`src/shared/gwt_map.svh`:
```
// Purpose: addresses, codes and reset values of the warning flag bank
// Assumes: 16-bit register numbers as carried in a modbus request
// Notes: definitions only
`ifndef GWT_MAP_SVH
`define GWT_MAP_SVH
// ====================================================================
// register numbers
`define GWT_A_WARN_SP 16'h00cb
`define GWT_A_ALARM 16'h012c
`define GWT_A_RELAY 16'h012d
`define GWT_A_FAULT 16'h012e
`define GWT_A_RED 16'h012f
`define GWT_A_GREEN 16'h0130
`define GWT_A_SPARE_A 16'h0131
`define GWT_A_SPARE_B 16'h0132
`define GWT_A_WARN_HIT 16'h0133
`define GWT_A_SOUNDER 16'h0190
`define GWT_A_TEST 16'h0191
`define GWT_A_FAILSAFE 16'h0192
`define GWT_A_WARN_EN 16'h0193
`define GWT_A_W2R 16'h0194
// ====================================================================
// function codes, coil values, exception codes
`define GWT_FC_RD_COIL 8'h01
`define GWT_FC_RD_INPUT 8'h02
`define GWT_FC_RD_HOLD 8'h03
`define GWT_FC_WR_COIL 8'h05
`define GWT_FC_WR_HOLD 8'h06
`define GWT_COIL_ON 16'hff00
`define GWT_COIL_OFF 16'h0000
`define GWT_EX_NONE 8'h00
`define GWT_EX_FUNC 8'h01
`define GWT_EX_ADDR 8'h02
`define GWT_EX_VALUE 8'h03
// ====================================================================
// reset values
`define GWT_RST_WARN_SP 16'h0000
`define GWT_RST_FLAG 1'b0
`endif

```
`src/shared/gwt_pkg.sv`:
```
// Purpose: types of the warning flag bank
// Assumes: nothing beyond the map header
// Notes: state of the core travels as one packed struct
package gwt_pkg;
  // ==================================================================
  // answer sequencer, one-hot
  typedef enum logic [1:0] {
    GWT_ST_IDLE = 2'b01,
    GWT_ST_ANSWER = 2'b10
  } gwt_state_e;
  // ==================================================================
  // whole register state of the core
  typedef struct packed {
    gwt_state_e st;
    logic [15:0] warn_sp;
    logic warn_en;
    logic w2r;
    logic failsafe;
    logic sounder;
    logic test_due;
    logic alarm;
    logic warn_hit;
    logic fault_s1;
    logic fault_s2;
    logic relay_on;
    logic nv_save;
    logic [7:0] exc;
    logic [15:0] rdata;
  } gwt_state_s;
endpackage

```
`src/verilog/gwt_core.sv`:
```
// Purpose: warning threshold, status flags and relay drive of a gas
//   leak detector, reached by modbus style single-item requests
// Assumes: requests come decoded from the serial front end; gas
//   samples and set points come from logic on mclk
// Notes: one register item per request, answer one cycle later
// ====================================================================
// Summary of operation
// - software warning set point held in ppm
// - enabled warning at or above set point raises flag
// - warning with relay select activates relay
// - failsafe flag selects relay drive polarity
// - warning write above alarm threshold is refused
// - alarm drop below warning clamps and saves
// - alarm raise leaves clamped warning untouched
// - clearing warning enable zeroes and saves
// - alarm flag set at or above threshold
// - relay flag follows relay coil energy
// - sensor fault flag follows missing sensor
// - red lamp lit on alarm or fault
// - green lamp lit unless sensor fault
// - warning flag only live while enabled
// - input flags read-only via code 02
// - output flags read 01, written 05
// - sounder flag mirrors sounder state
// - test flag set after a year running
// - failsafe select resets to standard
// - warning enable resets to off
// - relay on warning only when selected
// - failsafe energises idle, drops on trip
// - zero software alarm selects potentiometer
`include "gwt_map.svh"

module gwt_core
  import gwt_pkg::*;
(
  input wire logic mclk,
  input wire logic rst,
  // request from the serial front end
  input wire logic req,
  input wire logic [7:0] func,
  input wire logic [15:0] addr,
  input wire logic [15:0] wdata,
  output logic ack,
  output logic [7:0] exc,
  output logic [15:0] rdata,
  // measurement and thresholds
  input wire logic gas_valid,
  input wire logic [15:0] gas_ppm,
  input wire logic [15:0] sw_alarm_ppm,
  input wire logic [15:0] pot_alarm_ppm,
  input wire logic sensor_fault_pin,
  input wire logic year_elapsed,
  // field outputs
  output logic relay_drive,
  output logic sounder_on,
  output logic red_lamp,
  output logic green_lamp,
  output logic warn_hit,
  // persistent copy of the warning set point
  output logic nv_save,
  output logic [15:0] nv_value
);

  // ==================================================================
  // helpers
  function automatic logic [15:0] normal_thr(
    input logic [15:0] sw,
    input logic [15:0] pot
  );
    normal_thr = (sw == 16'h0000) ? pot : sw;
  endfunction

  function automatic logic coil_ok(input logic [15:0] v);
    coil_ok = (v == `GWT_COIL_ON) || (v == `GWT_COIL_OFF);
  endfunction

  gwt_state_s cur;
  gwt_state_s next_cur;
  logic [15:0] thr;
  logic activate;
  logic alarm_now;
  logic warn_now;
  logic wr_hold;
  logic wr_coil;
  logic [15:0] sp_cand;

  assign thr = normal_thr(sw_alarm_ppm, pot_alarm_ppm);
  assign alarm_now = gas_ppm >= thr;
  assign warn_now = gas_ppm >= cur.warn_sp;
  assign wr_hold = req && (cur.st == GWT_ST_IDLE) &&
                   (func == `GWT_FC_WR_HOLD) && (addr == `GWT_A_WARN_SP);
  assign wr_coil = req && (cur.st == GWT_ST_IDLE) &&
                   (func == `GWT_FC_WR_COIL) && coil_ok(wdata);

  // ==================================================================
  // next state
  always_comb begin
    next_cur = cur;
    next_cur.nv_save = 1'b0;
    // pin input through two flops before anything reads it
    next_cur.fault_s1 = sensor_fault_pin;
    next_cur.fault_s2 = cur.fault_s1;

    // comparisons refreshed only when a sample lands
    if (gas_valid) begin
      next_cur.alarm = alarm_now;
      next_cur.warn_hit = cur.warn_en && warn_now;
      if (alarm_now && !cur.alarm) begin
        next_cur.sounder = 1'b1;
      end
    end

    // bus sequencer
    case (cur.st)
      GWT_ST_IDLE: begin
        if (req) begin
          next_cur.st = GWT_ST_ANSWER;
          next_cur.exc = `GWT_EX_NONE;
          next_cur.rdata = 16'h0000;
          case (func)
            `GWT_FC_RD_INPUT: begin
              case (addr)
                `GWT_A_ALARM: next_cur.rdata[0] = cur.alarm;
                `GWT_A_RELAY: next_cur.rdata[0] = cur.relay_on;
                `GWT_A_FAULT: next_cur.rdata[0] = cur.fault_s2;
                `GWT_A_RED: next_cur.rdata[0] = cur.alarm | cur.fault_s2;
                `GWT_A_GREEN: next_cur.rdata[0] = ~cur.fault_s2;
                `GWT_A_SPARE_A: next_cur.rdata[0] = 1'b0;
                `GWT_A_SPARE_B: next_cur.rdata[0] = 1'b0;
                `GWT_A_WARN_HIT: next_cur.rdata[0] = cur.warn_hit;
                default: next_cur.exc = `GWT_EX_ADDR;
              endcase
            end
            `GWT_FC_RD_COIL: begin
              case (addr)
                `GWT_A_SOUNDER: next_cur.rdata[0] = cur.sounder;
                `GWT_A_TEST: next_cur.rdata[0] = cur.test_due;
                `GWT_A_FAILSAFE: next_cur.rdata[0] = cur.failsafe;
                `GWT_A_WARN_EN: next_cur.rdata[0] = cur.warn_en;
                `GWT_A_W2R: next_cur.rdata[0] = cur.w2r;
                default: next_cur.exc = `GWT_EX_ADDR;
              endcase
            end
            `GWT_FC_RD_HOLD: begin
              if (addr == `GWT_A_WARN_SP) begin
                next_cur.rdata = cur.warn_sp;
              end else begin
                next_cur.exc = `GWT_EX_ADDR;
              end
            end
            `GWT_FC_WR_COIL: begin
              next_cur.rdata = wdata;
              if (!coil_ok(wdata)) begin
                next_cur.exc = `GWT_EX_VALUE;
              end else begin
                case (addr)
                  `GWT_A_SOUNDER: begin
                    // a sounding onset in this cycle beats a mute
                    next_cur.sounder = wdata[8] |
                      (gas_valid && alarm_now && !cur.alarm);
                  end
                  `GWT_A_TEST: next_cur.test_due = wdata[8] | year_elapsed;
                  `GWT_A_FAILSAFE: next_cur.failsafe = wdata[8];
                  `GWT_A_WARN_EN: next_cur.warn_en = wdata[8];
                  `GWT_A_W2R: next_cur.w2r = wdata[8];
                  default: next_cur.exc = `GWT_EX_ADDR;
                endcase
              end
            end
            `GWT_FC_WR_HOLD: begin
              next_cur.rdata = wdata;
              if (addr != `GWT_A_WARN_SP) begin
                next_cur.exc = `GWT_EX_ADDR;
              end else if (wdata > thr) begin
                next_cur.exc = `GWT_EX_VALUE;
              end
            end
            default: next_cur.exc = `GWT_EX_FUNC;
          endcase
        end
      end
      GWT_ST_ANSWER: begin
        next_cur.st = GWT_ST_IDLE;
      end
      default: begin
        next_cur.st = GWT_ST_IDLE;
      end
    endcase

    if (year_elapsed) begin
      next_cur.test_due = 1'b1;
    end

    // warning set point: write, disable, then clamp
    sp_cand = cur.warn_sp;
    if (wr_hold && (wdata <= thr)) begin
      sp_cand = wdata;
    end
    if (!next_cur.warn_en) begin
      sp_cand = 16'h0000;
      next_cur.warn_hit = 1'b0;
    end
    if (thr < sp_cand) begin
      // never raised back when the alarm level later climbs
      sp_cand = thr;
    end
    next_cur.warn_sp = sp_cand;
    next_cur.nv_save = (sp_cand != cur.warn_sp) || wr_hold &&
                       (wdata <= thr);

    // relay: any trip inverts the resting state
    next_cur.relay_on = activate ^ cur.failsafe;
  end

  assign activate = cur.fault_s2 | cur.alarm |
                    (cur.warn_hit & cur.w2r);

  // ==================================================================
  // state register
  always_ff @(posedge mclk) begin
    if (rst) begin
      cur.st <= GWT_ST_IDLE;
      cur.warn_sp <= `GWT_RST_WARN_SP;
      cur.warn_en <= `GWT_RST_FLAG;
      cur.w2r <= `GWT_RST_FLAG;
      cur.failsafe <= `GWT_RST_FLAG;
      cur.sounder <= `GWT_RST_FLAG;
      cur.test_due <= `GWT_RST_FLAG;
      cur.alarm <= `GWT_RST_FLAG;
      cur.warn_hit <= `GWT_RST_FLAG;
      cur.fault_s1 <= `GWT_RST_FLAG;
      cur.fault_s2 <= `GWT_RST_FLAG;
      cur.relay_on <= `GWT_RST_FLAG;
      cur.nv_save <= `GWT_RST_FLAG;
      cur.exc <= `GWT_EX_NONE;
      cur.rdata <= 16'h0000;
    end else begin
      cur <= next_cur;
    end
  end

  // ==================================================================
  // outputs
  assign ack = (cur.st == GWT_ST_ANSWER);
  assign exc = cur.exc;
  assign rdata = cur.rdata;
  assign relay_drive = cur.relay_on;
  assign sounder_on = cur.sounder;
  assign red_lamp = cur.alarm | cur.fault_s2;
  assign green_lamp = ~cur.fault_s2;
  assign warn_hit = cur.warn_hit;
  assign nv_save = cur.nv_save;
  assign nv_value = cur.warn_sp;

  // ==================================================================
  // checks
  AST_WARN_LE_THR: assert property (
    @(posedge mclk) disable iff (rst)
    ($stable(thr) && $past(cur.warn_sp) <= $past(thr)) |->
      cur.warn_sp <= thr)
    else $error("warning set point above alarm threshold");

  AST_REFUSE_HIGH: assert property (
    @(posedge mclk) disable iff (rst)
    (wr_hold && wdata > thr && cur.warn_en && thr >= cur.warn_sp) |=>
      (cur.warn_sp == $past(cur.warn_sp) && exc == `GWT_EX_VALUE && ack))
    else $error("high warning write not refused");

  AST_CLAMP: assert property (
    @(posedge mclk) disable iff (rst)
    (!wr_hold && !wr_coil && cur.warn_en && thr < cur.warn_sp) |=>
      (cur.warn_sp == $past(thr) && nv_save))
    else $error("warning set point not clamped and saved");

  AST_NO_RAISE: assert property (
    @(posedge mclk) disable iff (rst)
    (!wr_hold && thr > $past(thr)) |=> cur.warn_sp <= $past(cur.warn_sp))
    else $error("warning set point raised without a write");

  AST_DISABLE_ZERO: assert property (
    @(posedge mclk) disable iff (rst)
    (wr_coil && addr == `GWT_A_WARN_EN && wdata == `GWT_COIL_OFF) |=>
      (cur.warn_sp == 16'h0000 && !warn_hit))
    else $error("disable did not zero the warning set point");

  AST_ALARM_SAMPLE: assert property (
    @(posedge mclk) disable iff (rst)
    gas_valid |=> cur.alarm == $past(gas_ppm >= thr))
    else $error("alarm flag wrong after sample");

  AST_WARN_ONLY_EN: assert property (
    @(posedge mclk) disable iff (rst)
    warn_hit |-> cur.warn_en)
    else $error("warning flag set while disabled");

  AST_RELAY_POL: assert property (
    @(posedge mclk) disable iff (rst)
    ##1 relay_drive == ($past(activate) ^ $past(cur.failsafe)))
    else $error("relay drive polarity wrong");

  AST_RESET_POL: assert property (
    @(posedge mclk)
    $fell(rst) |-> (!cur.failsafe && !cur.warn_en && !cur.w2r))
    else $error("control flags not cleared by reset");

  AST_READONLY_IN: assert property (
    @(posedge mclk) disable iff (rst)
    (req && !ack && func == `GWT_FC_WR_COIL && addr >= `GWT_A_ALARM &&
     addr <= `GWT_A_WARN_HIT && coil_ok(wdata)) |=>
      (ack && exc == `GWT_EX_ADDR))
    else $error("input flag accepted a write");

  AST_TEST_SET: assert property (
    @(posedge mclk) disable iff (rst)
    year_elapsed |=> cur.test_due)
    else $error("test flag not set after a year");

  AST_RED_LAMP: assert property (
    @(posedge mclk) disable iff (rst)
    (gas_valid && gas_ppm >= thr) |=> red_lamp)
    else $error("red lamp not lit on alarm sample");

  AST_WARN_SET: assert property (
    @(posedge mclk) disable iff (rst)
    (gas_valid && cur.warn_en && gas_ppm >= cur.warn_sp && !wr_coil) |=>
      warn_hit)
    else $error("warning flag not raised above set point");

  AST_W2R_RELAY: assert property (
    @(posedge mclk) disable iff (rst)
    (cur.warn_hit && cur.w2r) |=> relay_drive == !$past(cur.failsafe))
    else $error("warning did not move the relay");

  AST_NO_W2R: assert property (
    @(posedge mclk) disable iff (rst)
    (!cur.w2r && !cur.alarm && !cur.fault_s2) |=>
      relay_drive == $past(cur.failsafe))
    else $error("relay moved without alarm or fault");

  AST_SOUNDER_ONSET: assert property (
    @(posedge mclk) disable iff (rst)
    (gas_valid && gas_ppm >= thr && !cur.alarm) |=> sounder_on)
    else $error("sounder not started on alarm onset");

  AST_FAULT_SYNC: assert property (
    @(posedge mclk) disable iff (rst)
    sensor_fault_pin |-> ##2 cur.fault_s2)
    else $error("sensor fault not seen after two edges");

  AST_ACK_PULSE: assert property (
    @(posedge mclk) disable iff (rst)
    ack |=> !ack)
    else $error("answer strobe longer than one cycle");

endmodule
```
`config.mk`:
```
export PLATFORM = sky130hd
export DESIGN_NAME = gwt_core
export DESIGN_NICKNAME = d
export VERILOG_FILES = /design/src/shared/gwt_pkg.sv /design/src/verilog/gwt_core.sv
export VERILOG_INCLUDE_DIRS = /design/src /design/src/shared
export SDC_FILE = /design/constraint.sdc
export NUM_CORES = 1
export LEC_CHECK = 0
export ABC_AREA = 1
export BUFFER_PORTS_ARGS = -buffer_cell sky130_fd_sc_hd__buf_2
export CORE_UTILIZATION = 40
export CTS_BUF_LIST = sky130_fd_sc_hd__clkbuf_16
export CTS_CLUSTER_SIZE = 14
export DETAILED_ROUTE_END_ITERATION = 12
export HOLD_SLACK_MARGIN = 0.05
export PLACE_DENSITY = 0.75
export REMOVE_ABC_BUFFERS = 1
export SETUP_SLACK_MARGIN = 0.15
export SKIP_CTS_REPAIR_TIMING = 1
export SLEW_MARGIN = 20
export SYNTH_ARGS = -nofsm -noshare
export SYNTH_HDL_FRONTEND = slang
export SYNTH_SLANG_ARGS = --single-unit
```
`constraint.sdc`:
```
create_clock -name mclk -period 7.5 [get_ports mclk]
set_input_delay 0.375 -clock mclk [delete_from_list [all_inputs] [get_ports mclk]]
set_output_delay 0.375 -clock mclk [all_outputs]
set_load 0.05 [all_outputs]
```
# [Word-level counts from Yosys, hierarchy flattened]
# Cells that the tools add are included.
[word_totals] ff_bits=53 out_inout_bits=47 word_cells=108
[op_classes] n_lt_le_gt_ge=5 n_eq_ne=24 muxes=28 n_bitwise=9 n_reduce_logical=27
[ops] cell="== test 16 x 9 -> 1 bit, second input constant" count=13
[ops] cell="2-to-1 mux 16 bit" count=5
[ops] cell="one-hot mux 8 bit (5 select lines)" count=1
[ops] cell=">= comparator 16 bit" count=2
[ops] cell="zero test 16 bit" count=2
[ops] cell="one-hot mux 15 bit (2 select lines)" count=1
[ops] cell="2-to-1 mux 5 bit" count=4
[ops] cell="== test 16 bit, second input constant" count=1
[ops] cell="== test 16 x 8 -> 1 bit, second input constant" count=1
[ops] cell="== test 8 x 2 -> 1 bit, second input constant" count=2
[ops] cell="== test 8 x 3 -> 1 bit, second input constant" count=2
[ops] cell="greater-than comparator 16 bit" count=1
[ops] cell="<= comparator 16 bit" count=1
[ops] cell="< comparator 16 bit" count=1
[ops] cell="!= test 16 bit" count=1
[ops] cell="!= test 16 x 8 -> 1 bit, second input constant" count=1
[ops] cell="AND reduction 5 bit" count=3
[ops] cell="2-to-1 mux 2 bit" count=5
[ops] cell="nonzero test 2 bit" count=5
[ops] cell="== test 8 x 1 -> 1 bit, second input constant" count=1
[ops] cell="logical AND 1 bit" count=8
[ops] cell="2-to-1 mux 1 bit" count=8
[ops] cell="2-to-1 mux 8 bit" count=1
[ops] cell="OR reduction 8 bit" count=1
[ops] cell="14 further kinds" count=22

# [Logic depth before layout (Yosys ltp)]
[logic_depth] word_depth=16 ltp_mapped=39 ltp_nobuf=38

# [Least setup slack after synthesis]
# No wires, ideal clock.
[synth_path] path_kind="input to register" startpoint="input port sw_alarm_ppm[6]" endpoint="register, netlist name nv_save" setup_time_ns=0.132 t_arrival_ns=4.776 setup_slack_ns=2.592 stages=28 path_cell_list="nor2_1 -> nand2_1 -> nor4_1 -> clkbuf_1 -> a21oi_1 -> ha_1 -> nand4_1 -> nor3_1 -> and3_1 -> nand4_1 -> nand2_2 -> nand2_4 -> clkbuf_1 -> a211oi_1 -> inv_1 -> ha_1 -> a21oi_1 -> nor2_1 -> a211oi_1 -> o221a_2 -> clkbuf_1 -> nand3_1 -> nand3_1 -> nand2_1 -> nor2_1 -> nand2_1 -> nor2_1 -> a21oi_1"
[synth_via] elab_chain_cells=10
[synth_lines] element="start: declaration" line_no="gwt_core.sv:49" rtl="input wire logic [15:0] sw_alarm_ppm,"
[synth_lines] element="zero test 16 bit" line_no="gwt_core.sv:70" rtl="normal_thr = (sw == 16'h0000) ? pot : sw;"
[synth_lines] element="2-to-1 mux 16 bit *" line_no="gwt_core.sv:70"
[synth_lines] element="<= comparator 16 bit" line_no="gwt_core.sv:196, gwt_core.sv:209"
[synth_lines] element="logical AND 1 bit" line_no="gwt_core.sv:196, gwt_core.sv:208"
[synth_lines] element="2-to-1 mux 16 bit" line_no="gwt_core.sv:196" rtl="if (wr_hold && (wdata <= thr)) begin"
[synth_lines] element="2-to-1 mux 16 bit" line_no="gwt_core.sv:199" rtl="if (!next_cur.warn_en) begin"
[synth_lines] element="< comparator 16 bit" line_no="gwt_core.sv:203" rtl="if (thr < sp_cand) begin"
[synth_lines] element="2-to-1 mux 16 bit" line_no="gwt_core.sv:203"
[synth_lines] element="!= test 16 bit" line_no="gwt_core.sv:208" rtl="next_cur.nv_save = (sp_cand != cur.warn_sp) || wr_hold &&"
[synth_lines] element="logical OR 1 bit *" line_no="gwt_core.sv:208"
# Every way passes the cells marked *; elsewhere a longest branch is shown, timed or not.
# A chain may end at the register's enable or synchronous reset.

# [Worst setup path in the final report]
[layout_path] startpoint="input port sw_alarm_ppm[10]" endpoint="register, netlist name nv_save"
[layout_via] elab_chain_cells=10
[layout_lines] element="zero test 16 bit" line_no="gwt_core.sv:70"
[layout_lines] element="2-to-1 mux 16 bit *" line_no="gwt_core.sv:70"
[layout_lines] element="<= comparator 16 bit" line_no="gwt_core.sv:196, gwt_core.sv:209"
[layout_lines] element="logical AND 1 bit" line_no="gwt_core.sv:196, gwt_core.sv:208"
[layout_lines] element="2-to-1 mux 16 bit" line_no="gwt_core.sv:196"
[layout_lines] element="2-to-1 mux 16 bit" line_no="gwt_core.sv:199"
[layout_lines] element="< comparator 16 bit" line_no="gwt_core.sv:203"
[layout_lines] element="2-to-1 mux 16 bit" line_no="gwt_core.sv:203"
[layout_lines] element="!= test 16 bit" line_no="gwt_core.sv:208"
[layout_lines] element="logical OR 1 bit *" line_no="gwt_core.sv:208"
# Marked as above.

==> flow_summary.yaml <==
sta:
  finalCritPeriodShare: 0.790
  max_freq_mhz: 169
  finalSetupViolations: 0
  rsz0062_at_grt: "false"
  maxSlewHeadroom: 0.398
  fin_crit_ns: 5.92
  hold_violations: 0
  tightest_slew_ns: 0.902
  skew_ns: 0.00467
  tns_ns: 0
  maxSlewViolCount: 0
cts:
  clock_sinks: 47
  cts_buffers: 5
  cts_tree: "yes"
  clk_latency_ns: 0.29
  clk_path_buf_depth: 2
  h-tree-depth: 2
  clk_pin_slew_worst_paths_ns: 0.07
  clockRootBuffer: "clkbuf_16"
worst_setup_path:
  critical_path_buf_inv_count: 4
  end_kind: "register"
  worstPathArrival_ns: 6.07
  cpMostUsedCell: "nand2_1"
  startpoint_type: "input port"
  worst_path_largest_cell_delay_ns: 0.54
  critPathSlowestCell: "o221a_2"
  cp_top_family: "simple AND/OR/NAND/NOR gates"
  worstPathMaxFanout: 21
  path_class: "in2reg"
  cp.required_ns: 7.65
global_routing:
  grt.met2_usage: 0.392
  grtUsageMet3: 0.0370
  grt_pass1_wl_um: 24100
  grtUsageMet1: 0.315
  grt_overflow: 0
  busiest_layer: "met2"
  grt_pass1_vias: 4991
  antenna_found_initial: 0
  grt_max_degree: 32
  grt_usage: 0.236
route:
  drcViolationCount: 0
  ant_nets: 0
  dr.pass1.iters: 5
  first_iter_violations: 473
  routedWlPerCell_um: 14.6
  vias: 5437
  drt-total-wl_um: 15200
  via_per_inst: 5.25
floorplanning:
  die_area_um2: 12900
  io_pins: 141
  rows: 40
  die_y_um: 113
  start_util: 0.411
  core_area_um2: 12100
  die_w_um: 113
pwr:
  p_sw_frac: 0.379
  combPwrFrac: 0.335
  clock_power_share: 0.302
  peakVddDrop_mv: 0.0884
  power.density_nw_per_um2: 134
  switching_power_mw: 0.285
  p_seq_frac: 0.362
  p_int_mw: 0.467
  leakage_nw: 2.93
layout:
  fin_cells: 1035
  final_layout_size_suffix_gt1_frac: 0.194
  finalCoreUtilization: 0.466
  area_delta_synth_final_pct: 13.4
  diodes: 0
  fillCellCount: 1271
  final_net_count: 1018
synth:
  synthesis.instances: 778
  netlist_area_um2: 4960
  synth_enable_flop_cells: 0
  synthArstFlopShare: 0
  ys_ff_latch: 47
  synth_warnings: 0
  synth.avg_cell_area_um2: 6.38
  synth_cell_type_count: 46
  ys.flop_type: "dfxtp_1"
  synth-seq-area-share: 0.190
job:
  cap_violations: 0
placed_design:
  port_buffers: 134
  dpl.cell_count: 1027
  dpl.hpwl_um: 12200
  place.gp.congestion: 0.925
worst_hold_path:
  hold_class: "in2reg"
outcome:
  status: "finished clean"
[layer usage]
metal / up-vias / wire [um] / share of wire
li1: 2731 / - / -
met1: 2430 / 6860 / 0.45
met2: 252 / 6810 / 0.45
met3: 24 / 1210 / 0.080
met4: 0 / 267 / 0.018
met5: - / 0 / 0
[registers in the layout (all words and copies together), names as in the netlist]
signal       cells
cur              9
exc              2
nv_save          1
nv_value        16
rdata           16
relay_drive      1
sounder_on       1
warn_hit         1
[logic make-up after synthesis]
| logic type | count (synthesis) | synth area share |
|---|---|---|
| adders and majority gates | 58 | 0.146 |
| other | 1 | 0.000756 |
| AOI/OAI and AO/OA | 152 | 0.189 |
| xor gates and xnor gates | 1 | 0.00177 |
| muxes | 1 | 0.00202 |
| and+or+nand+nor | 328 | 0.292 |
| buffers and inverters | 190 | 0.179 |
| DFF | 47 | 0.190 |
[synthesized netlist by cell type (2+ instances only)]
master / instances / area, um^2
nand2_1: 139 / 522
inv_1: 129 / 484
nor2_1: 81 / 304
a21oi_1: 59 / 295
ha_1: 58 / 726
nand3_1: 53 / 265
dfxtp_1: 47 / 941
buf_4: 41 / 308
o21ai_0: 33 / 165
nand4_1: 16 / 100
o221ai_1: 15 / 131
clkbuf_1: 14 / 52.6
nor3_1: 12 / 60.1
a211oi_1: 11 / 82.6
o21a_1: 10 / 75.1
nand2_2: 7 / 43.8
nor4_1: 7 / 43.8
or2_2: 5 / 31.3
o211ai_1: 4 / 30.0
o21bai_1: 4 / 30.0
o22ai_1: 4 / 25.0
a21boi_0: 2 / 15.0
inv_2: 2 / 7.51
nor4_2: 2 / 25.0
o221a_2: 2 / 22.5
[worst paths after layout]
path,startpoint,endpoint,slack [ns],depth (start not counted)
max reg2reg,cur[52],nv_save,2.35,19
max,sw_alarm_ppm[10],nv_save,1.58,32
min reg2reg,cur[27],cur[26],0.41,2
min,sensor_fault_pin,cur[27],0.29,3
[stage by stage]
stage	power (mW)	hold slack (ns)	setup WS, ns	cell area, um^2
after floorplan	0.441	0.388	2.04	4580
final	0.752	0.289	1.58	5630
after global routing	0.790	0.323	0.866	5630
after CTS	0.752	0.297	1.59	5620
after detailed placement	0.527	0.398	1.27	5480
after global placement	0.525	0.395	1.47	5480
[tightest hold or removal path: cells and delay by family]
kind	cells	cell delay, ns
buf+inv	2	0.11
simple gates	1	0.06
[layout make-up]
type | instances | area, um^2 | area share
clock buffers | 5 | 125 | 0.0222
clock inverters | 3 | 20.0 | 0.00356
inverters | 131 | 492 | 0.0874
multi-input cells | 546 | 3160 | 0.562
flip-flops and latches | 47 | 941 | 0.167
well taps | 168 | 210 | 0.0374
repair buffers | 135 | 678 | 0.121
[power groups by stage]
stage | combinational, mW | sequential [mW] | clock [mW]
2_1_floorplan | 0.124 | 0.317 | 0
3_3_place_gp | 0.247 | 0.278 | 0
3_5_place_dp | 0.249 | 0.278 | 0
4_1_cts | 0.250 | 0.273 | 0.229
5_1_grt | 0.278 | 0.274 | 0.238
6_report | 0.252 | 0.272 | 0.227
[cell usage in the layout, fill, tap and decap left out, types with 2 or more instances in the layout]
cell / Yosys / final
o22ai_1: 4 / 4
nor4_1: 7 / 6
clkbuf_16: 0 / 5
o221ai_1: 15 / 15
inv_2: 2 / 2
o211ai_1: 4 / 4
nand2_1: 139 / 139
o221a_2: 2 / 2
nor4_2: 2 / 3
nor2_1: 81 / 80
nor2_2: 1 / 2
o21ai_0: 33 / 33
a21oi_1: 59 / 59
o21a_1: 10 / 10
dfxtp_1: 47 / 47
a21boi_0: 2 / 2
or2_2: 5 / 5
nand3_1: 53 / 53
buf_2: 1 / 134
inv_1: 129 / 129
ha_1: 58 / 58
nand4_1: 16 / 16
nand2_2: 7 / 7
conb_1: 1 / 6
nor3_1: 12 / 12
a211oi_1: 11 / 11
o21bai_1: 4 / 4
Power figures use the tool's default switching activity.
